### src/verilog/ads_pkg.sv
package ads_pkg;
   // ==========================================
   // sizes and timing
   localparam int CHANNEL_COUNT    = 11;
   localparam int RESULT_BITS      = 12;
   localparam int WORD_BITS        = 16;
   localparam int CHAN_BITS        = 4;
   localparam int LEN_BITS         = 7;
   localparam int SYS_CLK_HZ       = 100_000_000;
   localparam int CONV_CLK_HZ      = 10_000_000;
   localparam int CONV_TICK_CYCLES = SYS_CLK_HZ / CONV_CLK_HZ;
   // ==========================================
   // sample length fields
   localparam int LOW_GROUP_LAST   = 4;
   localparam int MID_GROUP_LAST   = 7;
   localparam int MID_FIELD_LSB    = 4;
   localparam int MID_MODE_BIT     = 7;
   localparam int MID_STEP         = 8;
   localparam int MID_OFFSET       = 7;
   localparam int HIGH_MODE_BIT    = 1;
   localparam int HIGH_STEP        = 16;
   localparam int HIGH_OFFSET      = 12;
   localparam logic [6:0] SAMPLE_FLOOR = 7'h01;
   // ==========================================
   // result layout
   localparam int RIGHT_LSB        = 0;
   localparam int LEFT_LSB         = 3;
   localparam logic [15:0] RESULT_RESET = 16'h0000;
   // ==========================================
   // triggered jobs
   localparam int JOB_COUNT   = 9;
   localparam int JOB_FOC_A   = 0;
   localparam int JOB_FOC_B   = 1;
   localparam int JOB_FOC_BUS = 2;
   localparam int JOB_FOC_C   = 3;
   localparam int JOB_TIM_BUS = 4;
   localparam int JOB_TIM_U   = 5;
   localparam int JOB_TIM_V   = 6;
   localparam int JOB_TIM_W   = 7;
   localparam int JOB_LIN     = 8;
   localparam logic [3:0] JOB_CHANNEL [JOB_COUNT] =
      '{4'h0, 4'h1, 4'h2, 4'h4, 4'h4, 4'ha, 4'h9, 4'h8, 4'h0};

   typedef enum logic [2:0] {ST_IDLE = 3'b001, ST_SAMPLE = 3'b010, ST_CONVERT = 3'b100} ads_state_type;
   typedef enum logic [1:0] {DEST_FOC = 2'h1, DEST_TIMER = 2'h2, DEST_LIN = 2'h3} ads_dest_type;
   typedef enum logic [1:0] {SHUNT_SINGLE = 2'h0, SHUNT_DUAL = 2'h1, SHUNT_TRIPLE = 2'h2} ads_shunt_type;

   localparam ads_dest_type JOB_DEST [JOB_COUNT] = '{DEST_FOC, DEST_FOC, DEST_FOC, DEST_FOC,
      DEST_TIMER, DEST_TIMER, DEST_TIMER, DEST_TIMER, DEST_LIN};

   typedef struct packed {
      logic focCurrent;
      logic focVoltage;
      logic timerCurrent;
      logic timerPosition;
      logic lin;
   } ads_trig_type;

   typedef struct packed {
      logic          focEnable;
      ads_shunt_type shuntMode;
      logic          busVoltageChannelSelect;
      logic          timerOneEnable;
      logic          positionSourceSelect;
   } ads_mode_type;

   typedef struct packed {
      ads_dest_type   dest;
      logic [3:0]     channel;
      logic [15:0]    data;
   } ads_result_type;

   function automatic logic [15:0] align(input logic [11:0] d, input logic left);
      align = left ? {1'b0, d, 3'h0} : {4'h0, d};
   endfunction : align

   function automatic logic [3:0] lowest_set(input logic [15:0] v);
      lowest_set = 4'h0;
      for (int i = 15; i >= 0; i--)
         if (v[i])
            lowest_set = 4'(i);
   endfunction : lowest_set
endpackage : ads_pkg

### src/verilog/ads_sample_timer.sv
`timescale 1ns/1ns
module ads_sample_timer
   import ads_pkg::*;
#(
   parameter int TICK_CYCLES = ads_pkg::CONV_TICK_CYCLES
)
(
   // clock and reset
   input  wire logic       clk,
   input  wire logic       rst_b,
   // control
   input  wire logic       start,
   input  wire logic [6:0] length,
   // status
   output logic            running,
   output logic            done
);
   import ads_pkg::*;
   // ==========================================
   // converter clock divider and sample counter
   logic [7:0] div;
   logic [6:0] count;
   logic [6:0] target;
   wire        tick = running && (div == 8'(TICK_CYCLES - 1));
   wire        last = tick && (count + 7'h01 >= target);

   assign done = last;

   always_ff @(posedge clk or negedge rst_b)
      if (!rst_b)
      begin
         div     <= 8'h00;
         count   <= 7'h00;
         target  <= 7'h00;
         running <= 1'b0;
      end
      else if (start)
      begin
         div     <= 8'h00;
         count   <= 7'h00;
         // a zero setting is raised to SAMPLE_FLOOR, one converter tick; software keeps it at 3 or more anyway
         target  <= (length == 7'h00) ? ads_pkg::SAMPLE_FLOOR : length;
         running <= 1'b1;
      end
      else if (running)
      begin
         div     <= tick ? 8'h00 : div + 8'h01;
         count   <= tick ? count + 7'h01 : count;
         running <= !last;
      end
endmodule : ads_sample_timer

### src/verilog/ads_result_mem.sv
`timescale 1ns/1ns
module ads_result_mem
#(
   parameter int DEPTH = 11,
   parameter int WIDTH = 16
)
(
   // clock and reset
   input  wire logic             clk,
   input  wire logic             rst_b,
   // write port
   input  wire logic             writeEnable,
   input  wire logic [3:0]       writeAddr,
   input  wire logic [WIDTH-1:0] writeData,
   // read port
   input  wire logic [3:0]       readAddr,
   output logic [WIDTH-1:0]      readData
);
   // ==========================================
   // one result word per channel
   logic [WIDTH-1:0] store [DEPTH];

   genvar e;
   generate
      for (e = 0; e < DEPTH; e++)
      begin : g_entry
         always_ff @(posedge clk or negedge rst_b)
            if (!rst_b)
               store[e] <= '0;
            else if (writeEnable && writeAddr == 4'(e))
               store[e] <= writeData;
      end
   endgenerate

   // unmapped channel numbers read as zero
   always_ff @(posedge clk or negedge rst_b)
      if (!rst_b)
         readData <= '0;
      else
         readData <= (32'(readAddr) < DEPTH) ? store[readAddr] : '0;
endmodule : ads_result_mem

### src/verilog/ads_sequencer.sv
`timescale 1ns/1ns
module ads_sequencer
   import ads_pkg::*;
#(
   parameter logic [3:0] LIN_CHANNEL = 4'h3
)
(
   // clock and reset
   input  wire logic                  clk,
   input  wire logic                  rst_b,
   // software control
   input  wire logic                  converterEnable,
   input  wire logic                  startWrite,
   input  wire logic [10:0]           channelMask,
   input  wire logic                  resultAlignmentSelect,
   input  wire logic                  completionIrqEnable,
   input  wire logic                  completionClear,
   input  wire logic [7:0]            sampleLengthLowGroups,
   input  wire logic [1:0]            sampleLengthHighGroup,
   // software status
   output logic                       startBusyFlag,
   output logic                       completionFlag,
   output logic                       completionIrq,
   input  wire logic [3:0]            readChannel,
   output logic [15:0]                channelResult,
   // hardware triggers
   input  wire ads_pkg::ads_trig_type trigger,
   input  wire ads_pkg::ads_mode_type modeConfig,
   // triggered results
   output logic                       resultValid,
   output ads_pkg::ads_result_type    result,
   // converter macro
   output logic                       sampleHold,
   output logic [3:0]                 convChannel,
   output logic                       convertStart,
   input  wire logic                  convertDone,
   input  wire logic [11:0]           convertData
);
   import ads_pkg::*;

   // ==========================================
   // state
   ads_state_type              state;
   ads_state_type              next_state;
   logic [JOB_COUNT-1:0]       trigPending;
   logic [JOB_COUNT-1:0]       trigSet;
   logic [CHANNEL_COUNT-1:0]   seqPending;
   logic                       curTrig;
   logic [3:0]                 curJob;
   logic [3:0]                 jobChannel [JOB_COUNT];
   logic                       timerDone;

   // ==========================================
   // trigger decode
   wire focOn  = converterEnable && modeConfig.focEnable;
   wire timOn  = converterEnable && modeConfig.timerOneEnable;
   wire focCur = focOn && trigger.focCurrent;
   wire timPos = timOn && trigger.timerPosition && modeConfig.positionSourceSelect;

   assign trigSet[JOB_FOC_A]   = focCur && modeConfig.shuntMode != SHUNT_SINGLE;
   assign trigSet[JOB_FOC_B]   = focCur && modeConfig.shuntMode != SHUNT_SINGLE;
   assign trigSet[JOB_FOC_C]   = focCur && modeConfig.shuntMode != SHUNT_DUAL;
   assign trigSet[JOB_FOC_BUS] = focOn && trigger.focVoltage && modeConfig.busVoltageChannelSelect;
   assign trigSet[JOB_TIM_BUS] = timOn && trigger.timerCurrent;
   assign trigSet[JOB_TIM_U]   = timPos;
   assign trigSet[JOB_TIM_V]   = timPos;
   assign trigSet[JOB_TIM_W]   = timPos;
   assign trigSet[JOB_LIN]     = converterEnable && trigger.lin;

   // ==========================================
   // selection
   wire       trigAny    = |trigPending;
   wire       seqAny     = |seqPending;
   wire       idlePick   = state == ST_IDLE && converterEnable && (trigAny || seqAny);
   wire       takeJob    = idlePick && trigAny;
   wire       takeSeq    = idlePick && !trigAny;
   wire [3:0] pickJob    = lowest_set(16'(trigPending));
   wire [3:0] pickSeq    = lowest_set(16'(seqPending));
   wire [3:0] pickChan   = trigAny ? jobChannel[pickJob] : pickSeq;
   wire       convEnd    = state == ST_CONVERT && convertDone;
   wire       memWrite   = convEnd && !curTrig;
   wire       runEnd     = memWrite && !seqAny && startBusyFlag;
   wire       startTake  = startWrite && converterEnable && |channelMask && !startBusyFlag;

   // ==========================================
   // sample length per channel group
   wire [2:0] midField = sampleLengthLowGroups[MID_FIELD_LSB +: 3];
   wire [6:0] lowLen   = {3'h0, sampleLengthLowGroups[3:0]};
   wire [6:0] midLen   = sampleLengthLowGroups[MID_MODE_BIT] ?
                         7'(32'(midField) * MID_STEP + MID_OFFSET) : {4'h0, midField};
   wire [6:0] highLen  = 7'(32'(sampleLengthHighGroup) * HIGH_STEP
                         + (sampleLengthHighGroup[HIGH_MODE_BIT] ? 0 : HIGH_OFFSET));
   wire [6:0] pickLen  = (32'(pickChan) <= LOW_GROUP_LAST) ? lowLen :
                         (32'(pickChan) <= MID_GROUP_LAST) ? midLen : highLen;

   // ==========================================
   // pending triggered jobs
   genvar j;
   generate
      for (j = 0; j < JOB_COUNT; j++)
      begin : g_job
         assign jobChannel[j] = (j == JOB_LIN) ? LIN_CHANNEL : JOB_CHANNEL[j];
         // a new event in the cycle its job is taken stays pending
         always_ff @(posedge clk or negedge rst_b)
            if (!rst_b)
               trigPending[j] <= 1'b0;
            else if (trigSet[j])
               trigPending[j] <= 1'b1;
            else if (takeJob && pickJob == 4'(j))
               trigPending[j] <= 1'b0;
      end
   endgenerate

   // ==========================================
   // sequential run
   // bits drop only when picked or when the converter is disabled, so triggers may cut in between channels
   always_ff @(posedge clk or negedge rst_b)
      if (!rst_b)
         seqPending <= '0;
      else if (!converterEnable)
         seqPending <= '0;
      else if (startTake)
         seqPending <= channelMask;
      else if (takeSeq)
         seqPending[pickSeq] <= 1'b0;

   // disabling the converter abandons a run without raising completion
   always_ff @(posedge clk or negedge rst_b)
      if (!rst_b)
         startBusyFlag <= 1'b0;
      else if (startTake)
         startBusyFlag <= 1'b1;
      else if (runEnd || !converterEnable)
         startBusyFlag <= 1'b0;

   always_ff @(posedge clk or negedge rst_b)
      if (!rst_b)
         completionFlag <= 1'b0;
      else if (runEnd)
         completionFlag <= 1'b1;
      else if (completionClear)
         completionFlag <= 1'b0;

   assign completionIrq = completionFlag && completionIrqEnable;

   // ==========================================
   // conversion control
   always_comb
   begin
      next_state = state;
      unique case (state)
         ST_IDLE:    if (idlePick) next_state = ST_SAMPLE;
         ST_SAMPLE:  if (timerDone) next_state = ST_CONVERT;
         ST_CONVERT: if (convertDone) next_state = ST_IDLE;
      endcase
   end

   always_ff @(posedge clk or negedge rst_b)
      if (!rst_b)
      begin
         state       <= ST_IDLE;
         curTrig     <= 1'b0;
         curJob      <= 4'h0;
         convChannel <= 4'h0;
      end
      else
      begin
         state <= next_state;
         if (idlePick)
         begin
            curTrig     <= trigAny;
            curJob      <= pickJob;
            convChannel <= pickChan;
         end
      end

   assign sampleHold   = state == ST_SAMPLE;
   assign convertStart = state == ST_SAMPLE && timerDone;

   ads_sample_timer u_timer (
      .clk     (clk),
      .rst_b   (rst_b),
      .start   (idlePick),
      .length  (pickLen),
      .running (),
      .done    (timerDone)
   );

   // ==========================================
   // results
   ads_result_mem #(.DEPTH(CHANNEL_COUNT), .WIDTH(WORD_BITS)) u_results (
      .clk         (clk),
      .rst_b       (rst_b),
      .writeEnable (memWrite),
      .writeAddr   (convChannel),
      .writeData   (align(convertData, resultAlignmentSelect)),
      .readAddr    (readChannel),
      .readData    (channelResult)
   );

   always_ff @(posedge clk or negedge rst_b)
      if (!rst_b)
      begin
         resultValid <= 1'b0;
         result      <= '{DEST_FOC, 4'h0, RESULT_RESET};
      end
      else
      begin
         resultValid <= convEnd && curTrig;
         if (convEnd && curTrig)
            result <= '{JOB_DEST[curJob], convChannel, align(convertData, 1'b1)};
      end

   // ==========================================
   // checks
   logic       haveLast;
   logic [3:0] lastChan;
   always_ff @(posedge clk or negedge rst_b)
      if (!rst_b)
      begin
         haveLast <= 1'b0;
         lastChan <= 4'h0;
      end
      else if (startTake)
         haveLast <= 1'b0;
      else if (memWrite)
      begin
         haveLast <= 1'b1;
         lastChan <= convChannel;
      end
endmodule : ads_sequencer

### config.mk
export PLATFORM = sky130hd
export DESIGN_NAME = ads_sequencer
export DESIGN_NICKNAME = d
export VERILOG_FILES = /design/src/verilog/ads_pkg.sv /design/src/verilog/ads_sample_timer.sv /design/src/verilog/ads_result_mem.sv /design/src/verilog/ads_sequencer.sv
export SDC_FILE = /design/constraint.sdc
export NUM_CORES = 1
export LEC_CHECK = 0
export BUFFER_PORTS_ARGS = -buffer_cell sky130_fd_sc_hd__buf_2
export CAP_MARGIN = 10
export CORE_MARGIN = 1
export CORE_UTILIZATION = 50
export CTS_BUF_LIST = sky130_fd_sc_hd__clkbuf_16
export CTS_CLUSTER_DIAMETER = 40
export DETAILED_ROUTE_END_ITERATION = 12
export PLACE_DENSITY = 0.71
export SLEW_MARGIN = 20
export SYNTH_ARGS = -nofsm -noshare
export SYNTH_HDL_FRONTEND = slang
export SYNTH_HIERARCHICAL = 1
export SYNTH_SLANG_ARGS = --single-unit
### constraint.sdc
create_clock -name clk -period 2.85 [get_ports clk]
set_clock_uncertainty 0.05 [all_clocks]
set_input_delay 0.855 -clock clk [delete_from_list [all_inputs] [get_ports clk]]
set_output_delay 0.855 -clock clk [all_outputs]
set_load 0.005 [all_outputs]
; After elaboration in Yosys (flattened, before gate mapping)
; Memories as Yosys holds them, arrays and structs flattened. A register that Yosys moved wholly into a read port is not among the register bits.
; Index checks and enable logic that the tools add are counted.
[totals]
reg_bits = 266
romBits = 96
in_bits = 56
mem_count = 2
[op_classes]
add_sub_neg = 4
n_lt_le_gt_ge = 8
n_eq_ne = 27
muxes = 72
bitwise = 5
n_reduce_logical = 79
[memory_table]
columns = memory, words, width, rd, rd_clocked_by_memory_dff, wr, line_no
row1 = (name not given), 16, 4, 1, 0, 0, ads_sequencer.sv:79  ; wire [3:0] pickChan = trigAny ? jobChannel[pickJob] : pickSeq;
row2 = (name not given), 16, 2, 1, 1, 0, ads_sequencer.sv:211  ; result <= '{JOB_DEST[curJob], convChannel, align(convertData, 1'b1)};
[op_table]
columns = operator, n
row1 = $mux 4, 24
row2 = $bmux 16 s4, 1
row3 = $mux 7, 7
row4 = $logic_and 1x1->1, 48
row5 = $mux 16, 3
row6 = $mux 11, 3
row7 = $eq 4x3->1 const B, 8
row8 = $reduce_bool 2->1, 14
row9 = $mux 1, 25
row10 = $mux 8, 3
row11 = $reduce_or 11->1, 2
row12 = $eq 4x2->1 const B, 4
row13 = $eq 4x4->1 const B, 4
row14 = $mux 15, 1
row15 = $not 4->5, 3
row16 = $and 11x11->11, 1
row17 = $not 11->11, 1
row18 = $ge 5x5->1 const B, 2
row19 = $mux 3, 3
row20 = $pmux 3 s3, 1
row21 = $reduce_or 9->1, 1
row22 = $add 8x1->8 const B, 1
row23 = $eq 4x1->1 const B, 2
row24 = $eq 8x4->1 const B, 1
row25 = 21 further kinds, 32

; Depth between registers and ports, before layout
[depth]
ltp_word = 20
mapped_depth = 12
depth_no_buf = 12

; By module
; The synthesis kept the hierarchy.
[by_module_without_submodules]
columns = module, instances, cells_per_inst, area_each_um2, seq_area_each_um2
row1 = ads_result_mem, 1, 570, 8689.6, 4804.6
row2 = ads_sequencer, 1, 328, 2813.9, 1278.7
row3 = ads_sample_timer, 1, 139, 1317.5, 575.6

; Worst setup path before layout
; No wires, ideal clock.
[synth_path]
kind = register -> output
start = reg u_timer.count[0]
end = out convertStart
t_arrival_ns = 2.013
t_required_ns = 1.945
setup_slack_ns = -0.068
path_stages_with_launch = 11
n_path_buf = 0
cell_sequence = dfrtp_1 -> ha_1 -> and3_1 -> nand3_1 -> xnor2_1 -> ha_1 -> nand3_1 -> a211o_1 -> a21oi_1 -> nand2_1 -> nor3_1
[synth_between]
elab_chain_len = 4
[synth_lines]
columns = element, line_no
row1 = start: declaration, ads_sample_timer.sv:22  ; logic [6:0] count;
row2 = start signal: assignment, ads_sample_timer.sv:48  ; count <= tick ? count + 7'h01 : count;
row3 = $add 7x1->7, ads_sample_timer.sv:25  ; wire last = tick && (count + 7'h01 >= target);
row4 = $ge 7x7->1, ads_sample_timer.sv:25
row5 = $logic_and 1x1->1, ads_sample_timer.sv:25
row6 = net timerDone, ads_sequencer.sv:51  ; logic timerDone;
row7 = $logic_and 1x1->1, ads_sequencer.sv:178  ; assign convertStart = state == ST_SAMPLE && timerDone;
row8 = end: declaration, ads_sequencer.sv:35  ; output logic convertStart,
; The timed path passes the listed nets, and every way through them passes these cells.

; Worst setup path after layout
; Same ends and word-level chain as after synthesis.

==> results by group <==
Status
  • Run status: complete, but fails checks
  • Failing checks: setup timing

Detailed routing
  • DRC errors left: 0
  • First drt pass iteration count: 5
  • Post-DRT Antenna Nets: 0
  • Via density: roughly 5.7
  • Vias after detailed routing: 8784
  • Routed WL per cell: 19.6 um
  • Final wirelength: ~30 mm
  • DR iter-0 viols: 570

Worst setup path
  • Setup CP Type: reg -> out
  • Delay-heaviest family, CP: simple AND/OR/NAND/NOR gates
  • Slowest CP cell: dfrtp_1
  • CP Data Required Time: between 1500 and 2000 ps
  • Cells along the critical path: ha_2, and3_4, nand3_2, xnor2_1, ha_1, nand3_1, a211o_1, a21oi_2, nand2_1, nor3_2, buf_2
  • Buf+Inv Stages, Crit Path: 1
  • Startpoint types: register
  • Crit path DAT: 2600 ps
  • Worst Setup End Kind: output port
  • Crit Path Max Fanout: 3
  • CP peak stage delay: 350 ps

Power and ir drop
  • Leakage: 0.00765 uW
  • Worst VDD drop: just over 0.4 mV
  • Pwr Total: between 9000 and 10000 uW
  • PwrDens: around 590 nW/um^2

Clocking
  • H-tree Lvls: 2
  • Clk sinks: between 200 and 300
  • Clock Tree Buf Depth: 3
  • Post-CTS Hold Fix Bufs: 0
  • Clk root buf: clkbuf_16
  • Cts bufs inserted: 37
  • Clk Latency, worst-skew pair: around 510 ps
  • Clock-pin slew on the worst setup and hold paths: about 60 ps
  • CTS tree: done

Global route
  • Tot GR Track Use: 0.241
  • First-pass GRT wire length: ~49 mm
  • Global route total overflow: 0
  • Initial antenna violation count: 1
  • Largest net degree at the start of global routing: 67
  • Number of global-route vias before repair: 9044

Logic synthesis
  • Distinct cells, synth: about 80
  • Count of state elements after synthesis: between 200 and 300
  • Top-area cell type share of the netlist area: 0.515
  • Dominant cell type by area after synthesis: dfrtp_1
  • Most frequent cells after synthesis: dfrtp_1 (264), mux2_2 (161), nand2_1 (103), mux2i_1 (48), o21ai_0 (37)
  • Yosys warns: 6
  • Synth area leaders: dfrtp_1 (52%), mux2_2 (14%), mux2i_1 (3.7%), nand2_1 (3.0%), mux4_2 (2.8%)
  • EDFF count, synth: 0
  • Synthesized area: 12800 sq um
  • Synth Area per Inst: between 10 and 15 sq um
  • Most used DFF post-synth: dfrtp_1
  • Asr flop ratio synth: 1.00
  • Register area share after synthesis: 0.519
  • Syn Inst Count: 1037
  • Count leader, synth: dfrtp_1

STA
  • F_max: between 200 and 300 MHz
  • Setup-failing EPs final: 1
  • Fin crit share: 1.23
  • Unrepaired setup endpoints after global routing: true
  • Worst-Margin Slew: between 700 and 800 ps
  • Pins Over Slew Limit: 0
  • Fin crit period: approximately 3500 ps
  • Slew Limit Headroom: 0.503
  • Final setup margin: -650 ps
  • Hold Vio Cnt, Final: 0

Hold path
  • HP Class: in -> async

Placement
  • GP Congestion: approximately 0.89
  • IO buf count: between 90 and 100
  • Place WS: -208 ps
  • Detailed placement HPWL: 19.3 mm
  • Post-DP Area: between 10000 and 15000 sq um

Die
  • I/O pins: 104
  • Row Count: 58
  • Die footprint: around 26000 sq um
  • Die extent in y: 162 um
  • Initial Utilization: 0.509
  • Core Box Area: about 25000 sq um
  • Die Wd: between 150 and 200 um

Finish
  • Fillers: 1953
  • Synthesis-to-finish area growth: 19.8%
  • Cell area after layout: 15400 sq um
  • Antenna cell count: 0
  • Layout cell share with drive strength beyond 1: 0.384
  • NumNets Final: approximately 1200

Job
  • Maxcap violations: 0
==> through the flow <==
stage / instances / utilization / setup TNS [ps] / hold WS (ps)
after global placement: 1459 / 0.555 / -174 / 405
after floorplan: 1044 / - / -13.1 / 408
after CTS: 1529 / 0.607 / -681 / 235
final: 1535 / 0.610 / -650 / 228
after global routing: 1535 / 0.610 / -862 / 256
after detailed placement: 1459 / 0.555 / -208 / 411
==> worst paths after layout <==
path	to	depth (start not counted)	start	slack (ps)
max	convertStart	11	u_timer/count[0]$_DFFE_PN0P_	-650
min	u_results/store[20]$_DFFE_PN0P_	1	rst_b	230
max reg2reg	u_timer/target[0]$_DFFE_PN0P_	10	trigPending[2]$_DFFE_PN0P_	70
min reg2reg	result[11]$_DFFE_PN0P_	2	result[11]$_DFFE_PN0P_	420
max in group asynchronous	state[0]$_DFFE_PN1P_	2	rst_b	1790
min in group clk	result[11]$_DFFE_PN0P_	2	result[11]$_DFFE_PN0P_	420
==> where the power goes <==
group          internal (uW)  switching, uW  total, uW
sequential              3800           20.6       3830
clock                   2960           1740       4690
combinational            169            324        493
==> flip-flops by register name, summed over array words and instances, names as in the netlist <==
register,flops
convChannel,4
startBusyFlag,1
completionFlag,1
u_results/store,176
curJob,2
resultValid,1
u_results/readData,16
u_timer/count,7
trigPending,9
u_timer/target,7
result,18
state,3
curTrig,1
seqPending,11
u_timer/running,1
u_timer/div,8
==> area by class of cell <==
cell class                      count  area [sq um]  share of cell area
Inverter                           19          71.3             0.00464
Clock buffer                       39           976              0.0635
Multi-Input combinational cell    687          5790               0.377
Sequential cell                   266          6660               0.433
Clock inverter                     27           295              0.0192
Timing Repair Buffer              167          1160              0.0753
Tap cell                          330           413              0.0269
==> layout by cell type (no fill, tap or decap), drive strengths merged, types with 4 or more instances in the layout <==
| cell | Yosys | final |
|---|---|---|
| a21oi | 15 | 15 |
| a221oi | 16 | 16 |
| a22o | 18 | 18 |
| and2 | 7 | 7 |
| and3 | 5 | 5 |
| buf | 35 | 167 |
| bufinv | 0 | 5 |
| clkbuf | 37 | 39 |
| clkinv | 1 | 12 |
| clkinvlp | 0 | 6 |
| conb | 1 | 8 |
| dfrtp | 264 | 264 |
| ha | 10 | 10 |
| inv | 18 | 23 |
| mux2 | 186 | 186 |
| mux2i | 48 | 48 |
| mux4 | 16 | 16 |
| nand2 | 105 | 105 |
| nand2b | 23 | 23 |
| nand3 | 19 | 19 |
| nand3b | 5 | 5 |
| nand4 | 9 | 9 |
| nor2 | 35 | 35 |
| nor2b | 12 | 12 |
| nor3 | 16 | 16 |
| nor4 | 7 | 7 |
| o21ai | 38 | 38 |
| o2bb2ai | 16 | 16 |
| or3 | 6 | 6 |
| xnor2 | 4 | 4 |
| xor2 | 10 | 10 |
==> cell families after synthesis <==
logic type | share of synthesized area
AO/OA/AOI/OAI | 0.0812
XOR/XNOR | 0.00956
adder cells (fa/ha/maj) | 0.00976
buffers and inverters | 0.0359
flip-flops | 0.519
multiplexers | 0.235
other | 0.000292
AND/OR/NAND/NOR | 0.109
==> layer usage <==
metal	vias to the layer above	global-route usage	routed length [um]
met5	-	0	11
met4	2	0.0648	550
met3	52	0.0375	1490
met2	229	0.402	14800
met1	4468	0.326	13200
li1	4033	-	-
==> what timing repair did <==
item                                    in CTS  in global routing
gates resized for setup                      3                  5
buffers inserted                             4                  6
pin swaps                                    4                  8
endpoints found under the setup margin       2                  3
cloned                                       0                  0
Power figures use the tool's default switching activity.
